===== config.mk =====
export PLATFORM = sky130hd
export DESIGN_NAME = vrc_front_end
export DESIGN_NICKNAME = d
export VERILOG_FILES = /design/src/vrc_pkg.sv /design/src/vrc_axil_slave.sv /design/src/vrc_front_end.sv
export VERILOG_INCLUDE_DIRS = /design/src /design/src/src
export SDC_FILE = /design/constraint.sdc
export NUM_CORES = 1
export LEC_CHECK = 0
export ABC_CLOCK_PERIOD_IN_PS = 4670
export BUFFER_PORTS_ARGS = -buffer_cell sky130_fd_sc_hd__buf_2
export CORE_MARGIN = 2
export CORE_UTILIZATION = 59
export DETAILED_ROUTE_END_ITERATION = 12
export GPL_TIMING_DRIVEN = 0
export PLACE_DENSITY_LB_ADDON = 0.08
export SYNTH_ARGS = -nofsm -noshare
export SYNTH_HDL_FRONTEND = slang
export SYNTH_SLANG_ARGS = --single-unit

===== constraint.sdc =====
create_clock -name SYS_CLK_I -period 4.67 [get_ports SYS_CLK_I]
set_clock_uncertainty 0.2 [all_clocks]
set_input_delay 0.934 -clock SYS_CLK_I [delete_from_list [all_inputs] [get_ports SYS_CLK_I]]
set_output_delay 0.934 -clock SYS_CLK_I [all_outputs]
set_load 0.005 [all_outputs]

===== src/vrc_map.svh =====
// vrc_map.svh: addresses, reset values, field positions and the source map
// of the vectored request controller front end.
// assumes: included by bare name after the package; definitions only.
`ifndef VRC_MAP_SVH
`define VRC_MAP_SVH

// ==========================================================================
// register byte addresses
`define VRC_OFS_FAST_SEL 32'hFFFF_F00C
`define VRC_OFS_RAW 32'hFFFF_F008
`define VRC_OFS_ENABLE 32'hFFFF_F010
`define VRC_OFS_SOFT 32'hFFFF_F018
`define VRC_OFS_SOFT_CLR 32'hFFFF_F01C
`define VRC_OFS_EVT_STAT 32'hFFFF_F030
`define VRC_OFS_EVT_MASK 32'hFFFF_F034

// ==========================================================================
// reset values
`define VRC_RST_WORD 32'h0000_0000
`define VRC_RST_EVT 2'h0

// ==========================================================================
// source map: watchdog 0, core channels 2-3, counters a/b 4-5,
// async serial 6-7, two-wire a 9, sync serial 10-11, clock-lock 12,
// calendar 13, external pins 14-16, analog converter 18, two-wire b 19,
// counters c/d 26-27
`define VRC_SRC_MAP 32'h0C0D_FEFD

// ==========================================================================
// event status fields
`define VRC_EVT_FAST 0
`define VRC_EVT_NORMAL 1
`define VRC_EVT_W 2

// ==========================================================================
// bus responses
`define VRC_RESP_OKAY 2'h0
`define VRC_RESP_SLVERR 2'h2

`endif


===== src/vrc_pkg.sv =====
// vrc_pkg.sv: types shared by the bus slave and the front end.
// assumes: compiled before every module of the block.
package vrc_pkg;

  // one register write, valid for the single cycle in which en is high
  typedef struct packed {
    logic en;
    logic [31:0] addr;
    logic [31:0] data;
    logic [3:0] strb;
  } vrc_wr_s;

  typedef enum logic [1:0] {
    VRC_WS_IDLE = 2'h0,
    VRC_WS_RESP = 2'h1
  } vrc_wst_e;

  typedef enum logic [1:0] {
    VRC_RS_IDLE = 2'h0,
    VRC_RS_DATA = 2'h1
  } vrc_rst_e;

endpackage


===== src/vrc_axil_slave.sv =====
// vrc_axil_slave.sv: AXI4-Lite slave that turns bus writes into one-cycle
// register strobes and answers reads from a combinational read port.
// assumes: one clock, synchronous active-high reset, one write and one read
// under way at a time.
`timescale 1ns/1ps
`default_nettype none
`include "vrc_map.svh"

module vrc_axil_slave (
  input wire logic clk_i,
  input wire logic rst_i,
  input wire logic [31:0] awaddr_i,
  input wire logic awvalid_i,
  output logic awready_o,
  input wire logic [31:0] wdata_i,
  input wire logic [3:0] wstrb_i,
  input wire logic wvalid_i,
  output logic wready_o,
  output logic [1:0] bresp_o,
  output logic bvalid_o,
  input wire logic bready_i,
  input wire logic [31:0] araddr_i,
  input wire logic arvalid_i,
  output logic arready_o,
  output logic [31:0] rdata_o,
  output logic [1:0] rresp_o,
  output logic rvalid_o,
  input wire logic rready_i,
  output vrc_pkg::vrc_wr_s wr_o,
  input wire logic wr_err_i,
  output logic [31:0] rd_addr_o,
  input wire logic [31:0] rd_data_i,
  input wire logic rd_err_i
);

  // ========================================================================
  // write channel
  vrc_pkg::vrc_wst_e wst_r, wst_nxt;
  logic [31:0] awaddr_r, awaddr_nxt;
  logic [31:0] wdata_r, wdata_nxt;
  logic [3:0] wstrb_r, wstrb_nxt;
  logic aw_got_r, aw_got_nxt;
  logic w_got_r, w_got_nxt;
  logic awready_r, awready_nxt;
  logic wready_r, wready_nxt;
  logic bvalid_r, bvalid_nxt;
  logic [1:0] bresp_r, bresp_nxt;

  // address and data are caught in either order; the strobe fires one
  // cycle after the later of the two so the decode sees stable values
  always_comb begin
    wst_nxt = wst_r;
    awaddr_nxt = awaddr_r;
    wdata_nxt = wdata_r;
    wstrb_nxt = wstrb_r;
    aw_got_nxt = aw_got_r;
    w_got_nxt = w_got_r;
    awready_nxt = awready_r;
    wready_nxt = wready_r;
    bvalid_nxt = bvalid_r;
    bresp_nxt = bresp_r;
    wr_o = '0;
    unique case (wst_r)
      vrc_pkg::VRC_WS_IDLE: begin
        if (awvalid_i && awready_r) begin
          awaddr_nxt = awaddr_i;
          aw_got_nxt = 1'b1;
        end
        if (wvalid_i && wready_r) begin
          wdata_nxt = wdata_i;
          wstrb_nxt = wstrb_i;
          w_got_nxt = 1'b1;
        end
        if (aw_got_r && w_got_r) begin
          wr_o.en = 1'b1;
          wr_o.addr = awaddr_r;
          wr_o.data = wdata_r;
          wr_o.strb = wstrb_r;
          bvalid_nxt = 1'b1;
          bresp_nxt = wr_err_i ? `VRC_RESP_SLVERR : `VRC_RESP_OKAY;
          aw_got_nxt = 1'b0;
          w_got_nxt = 1'b0;
          wst_nxt = vrc_pkg::VRC_WS_RESP;
          awready_nxt = 1'b0;
          wready_nxt = 1'b0;
        end else begin
          awready_nxt = ~aw_got_nxt;
          wready_nxt = ~w_got_nxt;
        end
      end
      vrc_pkg::VRC_WS_RESP: begin
        if (bready_i) begin
          bvalid_nxt = 1'b0;
          awready_nxt = 1'b1;
          wready_nxt = 1'b1;
          wst_nxt = vrc_pkg::VRC_WS_IDLE;
        end
      end
      default: begin
        wst_nxt = vrc_pkg::VRC_WS_IDLE;
        bvalid_nxt = 1'b0;
      end
    endcase
  end

  always_ff @(posedge clk_i) begin
    if (rst_i) begin
      wst_r <= vrc_pkg::VRC_WS_IDLE;
      awaddr_r <= 32'h0000_0000;
      wdata_r <= 32'h0000_0000;
      wstrb_r <= 4'h0;
      aw_got_r <= 1'b0;
      w_got_r <= 1'b0;
      awready_r <= 1'b0;
      wready_r <= 1'b0;
      bvalid_r <= 1'b0;
      bresp_r <= `VRC_RESP_OKAY;
    end else begin
      wst_r <= wst_nxt;
      awaddr_r <= awaddr_nxt;
      wdata_r <= wdata_nxt;
      wstrb_r <= wstrb_nxt;
      aw_got_r <= aw_got_nxt;
      w_got_r <= w_got_nxt;
      awready_r <= awready_nxt;
      wready_r <= wready_nxt;
      bvalid_r <= bvalid_nxt;
      bresp_r <= bresp_nxt;
    end
  end

  // ========================================================================
  // read channel
  vrc_pkg::vrc_rst_e rst_st_r, rst_st_nxt;
  logic arready_r, arready_nxt;
  logic rvalid_r, rvalid_nxt;
  logic [31:0] rdata_r, rdata_nxt;
  logic [1:0] rresp_r, rresp_nxt;

  // data is sampled at the address handshake, so raw status reads show
  // the merged requests of that very edge
  always_comb begin
    rst_st_nxt = rst_st_r;
    arready_nxt = arready_r;
    rvalid_nxt = rvalid_r;
    rdata_nxt = rdata_r;
    rresp_nxt = rresp_r;
    unique case (rst_st_r)
      vrc_pkg::VRC_RS_IDLE: begin
        arready_nxt = 1'b1;
        if (arvalid_i && arready_r) begin
          rdata_nxt = rd_data_i;
          rresp_nxt = rd_err_i ? `VRC_RESP_SLVERR : `VRC_RESP_OKAY;
          rvalid_nxt = 1'b1;
          arready_nxt = 1'b0;
          rst_st_nxt = vrc_pkg::VRC_RS_DATA;
        end
      end
      vrc_pkg::VRC_RS_DATA: begin
        if (rready_i) begin
          rvalid_nxt = 1'b0;
          arready_nxt = 1'b1;
          rst_st_nxt = vrc_pkg::VRC_RS_IDLE;
        end
      end
      default: begin
        rst_st_nxt = vrc_pkg::VRC_RS_IDLE;
        rvalid_nxt = 1'b0;
      end
    endcase
  end

  always_ff @(posedge clk_i) begin
    if (rst_i) begin
      rst_st_r <= vrc_pkg::VRC_RS_IDLE;
      arready_r <= 1'b0;
      rvalid_r <= 1'b0;
      rdata_r <= 32'h0000_0000;
      rresp_r <= `VRC_RESP_OKAY;
    end else begin
      rst_st_r <= rst_st_nxt;
      arready_r <= arready_nxt;
      rvalid_r <= rvalid_nxt;
      rdata_r <= rdata_nxt;
      rresp_r <= rresp_nxt;
    end
  end

  assign rd_addr_o = araddr_i;
  assign awready_o = awready_r;
  assign wready_o = wready_r;
  assign bvalid_o = bvalid_r;
  assign bresp_o = bresp_r;
  assign arready_o = arready_r;
  assign rvalid_o = rvalid_r;
  assign rdata_o = rdata_r;
  assign rresp_o = rresp_r;

endmodule

`default_nettype wire


===== src/vrc_front_end.sv =====
// vrc_front_end.sv: request front end of the vectored request controller:
// request merge, software forcing, raw status, enable mask, fast/normal
// routing and an event interrupt, all behind an AXI4-Lite slave.
// assumes: request lines synchronous to SYS_CLK_I; one AXI4-Lite master.
//
// Implementation choice: the AXI4-Lite interface to the registers.
`timescale 1ns/1ps
`default_nettype none
`include "vrc_map.svh"

module vrc_front_end (
  input wire logic SYS_CLK_I,
  input wire logic SYS_RST_I,
  input wire logic [31:0] AWADDR_I,
  input wire logic AWVALID_I,
  output logic AWREADY_O,
  input wire logic [31:0] WDATA_I,
  input wire logic [3:0] WSTRB_I,
  input wire logic WVALID_I,
  output logic WREADY_O,
  output logic [1:0] BRESP_O,
  output logic BVALID_O,
  input wire logic BREADY_I,
  input wire logic [31:0] ARADDR_I,
  input wire logic ARVALID_I,
  output logic ARREADY_O,
  output logic [31:0] RDATA_O,
  output logic [1:0] RRESP_O,
  output logic RVALID_O,
  input wire logic RREADY_I,
  input wire logic [31:0] PERIPH_REQ_I,
  output logic FAST_INT_O,
  output logic NORMAL_INT_O,
  output logic EVT_IRQ_O
);

  // ========================================================================
  // bus slave
  vrc_pkg::vrc_wr_s wr_req;
  logic wr_err;
  logic [31:0] rd_addr;
  logic [31:0] rd_data;
  logic rd_err;

  vrc_axil_slave u_slave (
    .clk_i(SYS_CLK_I),
    .rst_i(SYS_RST_I),
    .awaddr_i(AWADDR_I),
    .awvalid_i(AWVALID_I),
    .awready_o(AWREADY_O),
    .wdata_i(WDATA_I),
    .wstrb_i(WSTRB_I),
    .wvalid_i(WVALID_I),
    .wready_o(WREADY_O),
    .bresp_o(BRESP_O),
    .bvalid_o(BVALID_O),
    .bready_i(BREADY_I),
    .araddr_i(ARADDR_I),
    .arvalid_i(ARVALID_I),
    .arready_o(ARREADY_O),
    .rdata_o(RDATA_O),
    .rresp_o(RRESP_O),
    .rvalid_o(RVALID_O),
    .rready_i(RREADY_I),
    .wr_o(wr_req),
    .wr_err_i(wr_err),
    .rd_addr_o(rd_addr),
    .rd_data_i(rd_data),
    .rd_err_i(rd_err)
  );

  // ========================================================================
  // byte lanes
  // unstrobed lanes write zeros, which the set/clear registers ignore
  logic [31:0] wmask;
  logic [31:0] wbits;

  for (genvar gi = 0; gi < 4; gi++) begin : g_lane
    assign wmask[gi*8 +: 8] = {8{wr_req.strb[gi]}};
  end

  assign wbits = wr_req.data & wmask;

  // ========================================================================
  // state
  logic [31:0] soft_r, soft_nxt;
  logic [31:0] enable_r, enable_nxt;
  logic [31:0] select_r, select_nxt;
  logic [`VRC_EVT_W-1:0] evt_stat_r, evt_stat_nxt;
  logic [`VRC_EVT_W-1:0] evt_mask_r, evt_mask_nxt;
  logic [`VRC_EVT_W-1:0] evt_clr;
  logic [`VRC_EVT_W-1:0] evt_set;
  logic fast_r, fast_nxt;
  logic normal_r, normal_nxt;
  logic irq_r, irq_nxt;
  logic [31:0] raw;
  logic [31:0] routed;

  // request lines outside the source map are dropped at the merge, so a
  // stray level on an unused input cannot show up in raw status
  assign raw = (PERIPH_REQ_I & `VRC_SRC_MAP) | soft_r;

  // unused positions may still be forced and enabled in software, but
  // they are cut here before routing
  assign routed = raw & enable_r & `VRC_SRC_MAP;

  // ========================================================================
  // register writes and output routing
  always_comb begin
    soft_nxt = soft_r;
    enable_nxt = enable_r;
    select_nxt = select_r;
    evt_mask_nxt = evt_mask_r;
    evt_clr = '0;
    if (wr_req.en) begin
      case (wr_req.addr)
        `VRC_OFS_SOFT: begin
          soft_nxt = soft_r | wbits;
        end
        `VRC_OFS_SOFT_CLR: begin
          soft_nxt = soft_r & ~wbits;
        end
        `VRC_OFS_ENABLE: begin
          enable_nxt = enable_r | wbits;
        end
        `VRC_OFS_FAST_SEL: begin
          select_nxt = (select_r & ~wmask) | wbits;
        end
        `VRC_OFS_EVT_STAT: begin
          evt_clr = wbits[`VRC_EVT_W-1:0];
        end
        `VRC_OFS_EVT_MASK: begin
          evt_mask_nxt = (evt_mask_r & ~wmask[`VRC_EVT_W-1:0]) | wbits[`VRC_EVT_W-1:0];
        end
        default: begin
        end
      endcase
    end
    fast_nxt = |(routed & select_r);
    normal_nxt = |(routed & ~select_r);
    evt_set = '0;
    evt_set[`VRC_EVT_FAST] = fast_nxt & ~fast_r;
    evt_set[`VRC_EVT_NORMAL] = normal_nxt & ~normal_r;
    // a new event in the clearing cycle survives the clear
    evt_stat_nxt = (evt_stat_r & ~evt_clr) | evt_set;
    irq_nxt = |(evt_stat_nxt & evt_mask_nxt);
  end

  always_ff @(posedge SYS_CLK_I) begin
    if (SYS_RST_I) begin
      soft_r <= `VRC_RST_WORD;
      enable_r <= `VRC_RST_WORD;
      select_r <= `VRC_RST_WORD;
      evt_stat_r <= `VRC_RST_EVT;
      evt_mask_r <= `VRC_RST_EVT;
      fast_r <= 1'b0;
      normal_r <= 1'b0;
      irq_r <= 1'b0;
    end else begin
      soft_r <= soft_nxt;
      enable_r <= enable_nxt;
      select_r <= select_nxt;
      evt_stat_r <= evt_stat_nxt;
      evt_mask_r <= evt_mask_nxt;
      fast_r <= fast_nxt;
      normal_r <= normal_nxt;
      irq_r <= irq_nxt;
    end
  end

  // ========================================================================
  // address decode
  always_comb begin
    wr_err = 1'b0;
    case (wr_req.addr)
      `VRC_OFS_SOFT, `VRC_OFS_SOFT_CLR, `VRC_OFS_ENABLE, `VRC_OFS_FAST_SEL,
      `VRC_OFS_RAW, `VRC_OFS_EVT_STAT, `VRC_OFS_EVT_MASK: begin
        wr_err = 1'b0;
      end
      default: begin
        wr_err = 1'b1;
      end
    endcase
  end

  // writes to raw status are accepted and ignored; force-clear reads zero
  always_comb begin
    rd_data = 32'h0000_0000;
    rd_err = 1'b0;
    case (rd_addr)
      `VRC_OFS_RAW: begin
        rd_data = raw;
      end
      `VRC_OFS_ENABLE: begin
        rd_data = enable_r;
      end
      `VRC_OFS_SOFT: begin
        rd_data = soft_r;
      end
      `VRC_OFS_SOFT_CLR: begin
        rd_data = 32'h0000_0000;
      end
      `VRC_OFS_FAST_SEL: begin
        rd_data = select_r;
      end
      `VRC_OFS_EVT_STAT: begin
        rd_data[`VRC_EVT_W-1:0] = evt_stat_r;
      end
      `VRC_OFS_EVT_MASK: begin
        rd_data[`VRC_EVT_W-1:0] = evt_mask_r;
      end
      default: begin
        rd_err = 1'b1;
      end
    endcase
  end

  // ========================================================================
  // outputs
  assign FAST_INT_O = fast_r;
  assign NORMAL_INT_O = normal_r;
  assign EVT_IRQ_O = irq_r;

endmodule

`default_nettype wire


==> impl_metrics.json <==
{
  "hold_buffers": 0,
  "die_w_um": 125.7,
  "power_frac_clock_pct": 46.9,
  "cts-root-buf": "clkbuf_16",
  "die_y_um": 125.7,
  "wl_per_cell_um": 18.88,
  "cts_made_buffers": 22,
  "worst-slew-pin-transition_ns": 1.021,
  "initial_core_util_pct": 60.32,
  "fin_setup_tns_ns": 0,
  "ys_seq_area_share_pct": 48.60,
  "start_kind": "input pin",
  "dr_total_vias": 8659,
  "drc": 0,
  "drt-initial-drc-count": 995,
  "final_cell_count_no_fill": 1414,
  "synth_flop_cell": "dfxtp_1",
  "cp.arrival_ns": 3.11,
  "cts_max_level": 1,
  "synth_area_leaders": "dfxtp_1 49%, a21oi_1 9.3%, nand2_1 8.2%",
  "gp_congestion": 0.9830,
  "synth_cells": 1022,
  "grt_max_degree": 14,
  "powerDensity_nw_per_um2": 379.6,
  "fin_nets": 1353,
  "grt_overflow": 0,
  "synth_edf_count": 0,
  "cts_setup_buffers": 0,
  "dpl-instance-area_um2": 9803,
  "ant_nets": 0,
  "min_from": "u_slave.rdata_o[14]",
  "r2r-start": "u_slave.awaddr_r[23]",
  "place_hpwl_mm": 18.96,
  "layout_common_cells": "212 x dfxtp_1, 191 x nand2_1, 172 x buf_2",
  "hold_path_class": "reg2reg",
  "setup.worst_path.class": "in2reg",
  "cts_tree": "yes",
  "io_buffer_count": 167,
  "synth_seq_cells": 212,
  "endpoint_kind": "flop",
  "outcome": "complete, no violations",
  "ys_async_sr_fraction_pct": 0,
  "drt-total-wl_mm": 26.70,
  "firstDrtPassIters": 6,
  "stdcell_area_um2": 10590,
  "fin_crit_sh_pct": 61.95,
  "reg2reg_slack_ns": 1.94,
  "antenna_found_initial": 0,
  "syn_avg_cell_area_um2": 8.545,
  "grt_pass1_wl_mm": 41.03,
  "setup-violations-final": 0,
  "fp.dieArea_um2": 15790,
  "placedCellCount": 1374,
  "r2r.worst_path.cells": 8,
  "p_sw_mw": 0.9031,
  "relSlewSlack_pct": 31.71,
  "track_usage_pct": 32.28,
  "power_leakage_nw": 4.157,
  "crit_fanout": 10,
  "core_area_um2": 14480,
  "max-vdd-ir-drop_mv": 0.2721,
  "final_layout_size_suffix_gt1_share_pct": 19.43,
  "synth_top_cell_area_share_pct": 48.60,
  "cts.sinks": 212,
  "clk_path_buf_depth": 3,
  "ys_warn_count": 0,
  "drv_cap": 0,
  "rsz0062_at_grt": "no",
  "internal_power_mw": 3.117,
  "hold_depth": 2,
  "cts.clk_slew.worst_paths_ns": 0.06,
  "swShare_pct": 22.46,
  "cp.required_ns": 4.89,
  "worst_hold_path.endpoint": "u_slave.rdata_o[14]",
  "layout_min_cycle_time_ns": 2.893,
  "n_antenna_cell": 0,
  "layout_commonest_cell": "dfxtp_1",
  "syn_to_final_growth_pct": 21.29,
  "combPwrFrac_pct": 6.3,
  "num_rows": 44,
  "final-hold-violation-count": 0,
  "clock_latency_ns": 0.51,
  "report.final.slew_viol_count": 0,
  "ys_types": 54,
  "first_global_vias": 7836,
  "cts_resized": 0,
  "share_seq_of_total_power_pct": 46.8,
  "io-pin-count": 183,
  "vias_per_cell": 6.124,
  "max_freq_mhz": 345.7,
  "syn_area_um2": 8733,
  "yosysTopAreaCell": "dfxtp_1"
}
[worst max path at each step]
stage	from	endpoint	slack (ns)	depth (start not counted)
6_report	ARADDR_I[6]	u_slave.rdata_o[30]	1.78	10
5_1_grt	ARADDR_I[6]	u_slave.rdata_o[24]	1.54	10
4_1_cts	ARADDR_I[6]	u_slave.rdata_o[30]	1.79	10
3_5_place_dp	ARADDR_I[6]	u_slave.rdata_o[30]	1.28	10
3_3_place_gp	ARADDR_I[6]	u_slave.rdata_o[30]	1.29	10
2_1_floorplan	ARADDR_I[7]	u_slave.rdata_o[27]	1.89	9
[cells in the mapped netlist (2+ instances only)]
| cell | number |
|---|---|
| a221oi_1 | 2 |
| buf_4 | 8 |
| o22ai_1 | 10 |
| nor2_1 | 72 |
| a32o_1 | 16 |
| buf_1 | 3 |
| and2_1 | 3 |
| buf_6 | 2 |
| a211oi_1 | 5 |
| nand3_4 | 2 |
| a22o_1 | 13 |
| nand2_1 | 191 |
| or2_2 | 2 |
| nor4_4 | 5 |
| o2111ai_1 | 4 |
| buf_2 | 5 |
| and3_1 | 20 |
| nor4_1 | 3 |
| inv_1 | 12 |
| mux2_2 | 2 |
| nor4b_1 | 2 |
| o21a_1 | 2 |
| a311oi_1 | 32 |
| nor3_1 | 3 |
| o21ai_0 | 68 |
| a21oi_1 | 162 |
| nand2b_1 | 5 |
| dfxtp_1 | 212 |
| a22oi_1 | 31 |
| o211ai_1 | 15 |
| nand3_1 | 3 |
| nand4_1 | 10 |
| mux2i_1 | 18 |
| nor2_4 | 3 |
| clkbuf_1 | 57 |
[metrics by stage]
stage	util [%]	power [mW]	hold slack, ns	setup slack [ns]
2_1_floorplan	-	2.041	0.2312	1.888
3_3_place_gp	67.71	2.162	0.2285	1.292
3_5_place_dp	67.71	2.168	0.2368	1.276
4_1_cts	73.16	4.018	0.2498	1.787
5_1_grt	73.16	4.126	0.2736	1.544
6_report	73.16	4.021	0.2453	1.777
[critical path, stage by stage]
cell	delay [ns]
buf_2	0.10
nor4b_1	0.30
nand3_1	0.14
nor4_2	0.34
buf_4	0.24
and3_1	0.16
buf_2	0.21
buf_2	0.31
a22oi_1	0.16
o21ai_0	0.21
[power by group through the flow]
| stage | Combinational [mW] | Sequential (mW) | Clock [mW] |
|---|---|---|---|
| 2_1_floorplan | 0.129 | 1.91 | 0 |
| 3_3_place_gp | 0.243 | 1.92 | 0 |
| 3_5_place_dp | 0.247 | 1.92 | 0 |
| 4_1_cts | 0.249 | 1.88 | 1.89 |
| 5_1_grt | 0.277 | 1.89 | 1.96 |
| 6_report | 0.252 | 1.88 | 1.89 |
[routing by layer]
layer | routed length, um | share of wire [%] | vias to the layer above | global-route usage, %
met5 | 0 | 0 | - | 0
met4 | 1254 | 4.7 | 0 | 14.44
met3 | 2594 | 9.7 | 87 | 6.032
met2 | 11780 | 44 | 521 | 50.81
met1 | 11070 | 41 | 3981 | 43.50
li1 | - | - | 4070 | -
[area by class of cell]
cell class | count | area (um2)
Fill cell | 1187 | 3886
Timing Repair Buffer | 167 | 835.8
Clock inverter | 4 | 95.09
Clock buffer | 36 | 694.4
Inverter | 12 | 45.04
Sequential cell | 212 | 4244
Buffer | 75 | 332.8
Tap cell | 184 | 230.2
Multi-Input combinational cell | 724 | 4115
[logic make-up after synthesis]
kind of cell           Yosys count  synth area share, %
and+or+nand+nor                336                18.68
other                            1              0.04294
muxes                           20                2.321
buffers and inverters           87                4.327
AOI/OAI and AO/OA              366                26.03
DFF                            212                48.60
Note: power is estimated with default switching activity, not from simulation.
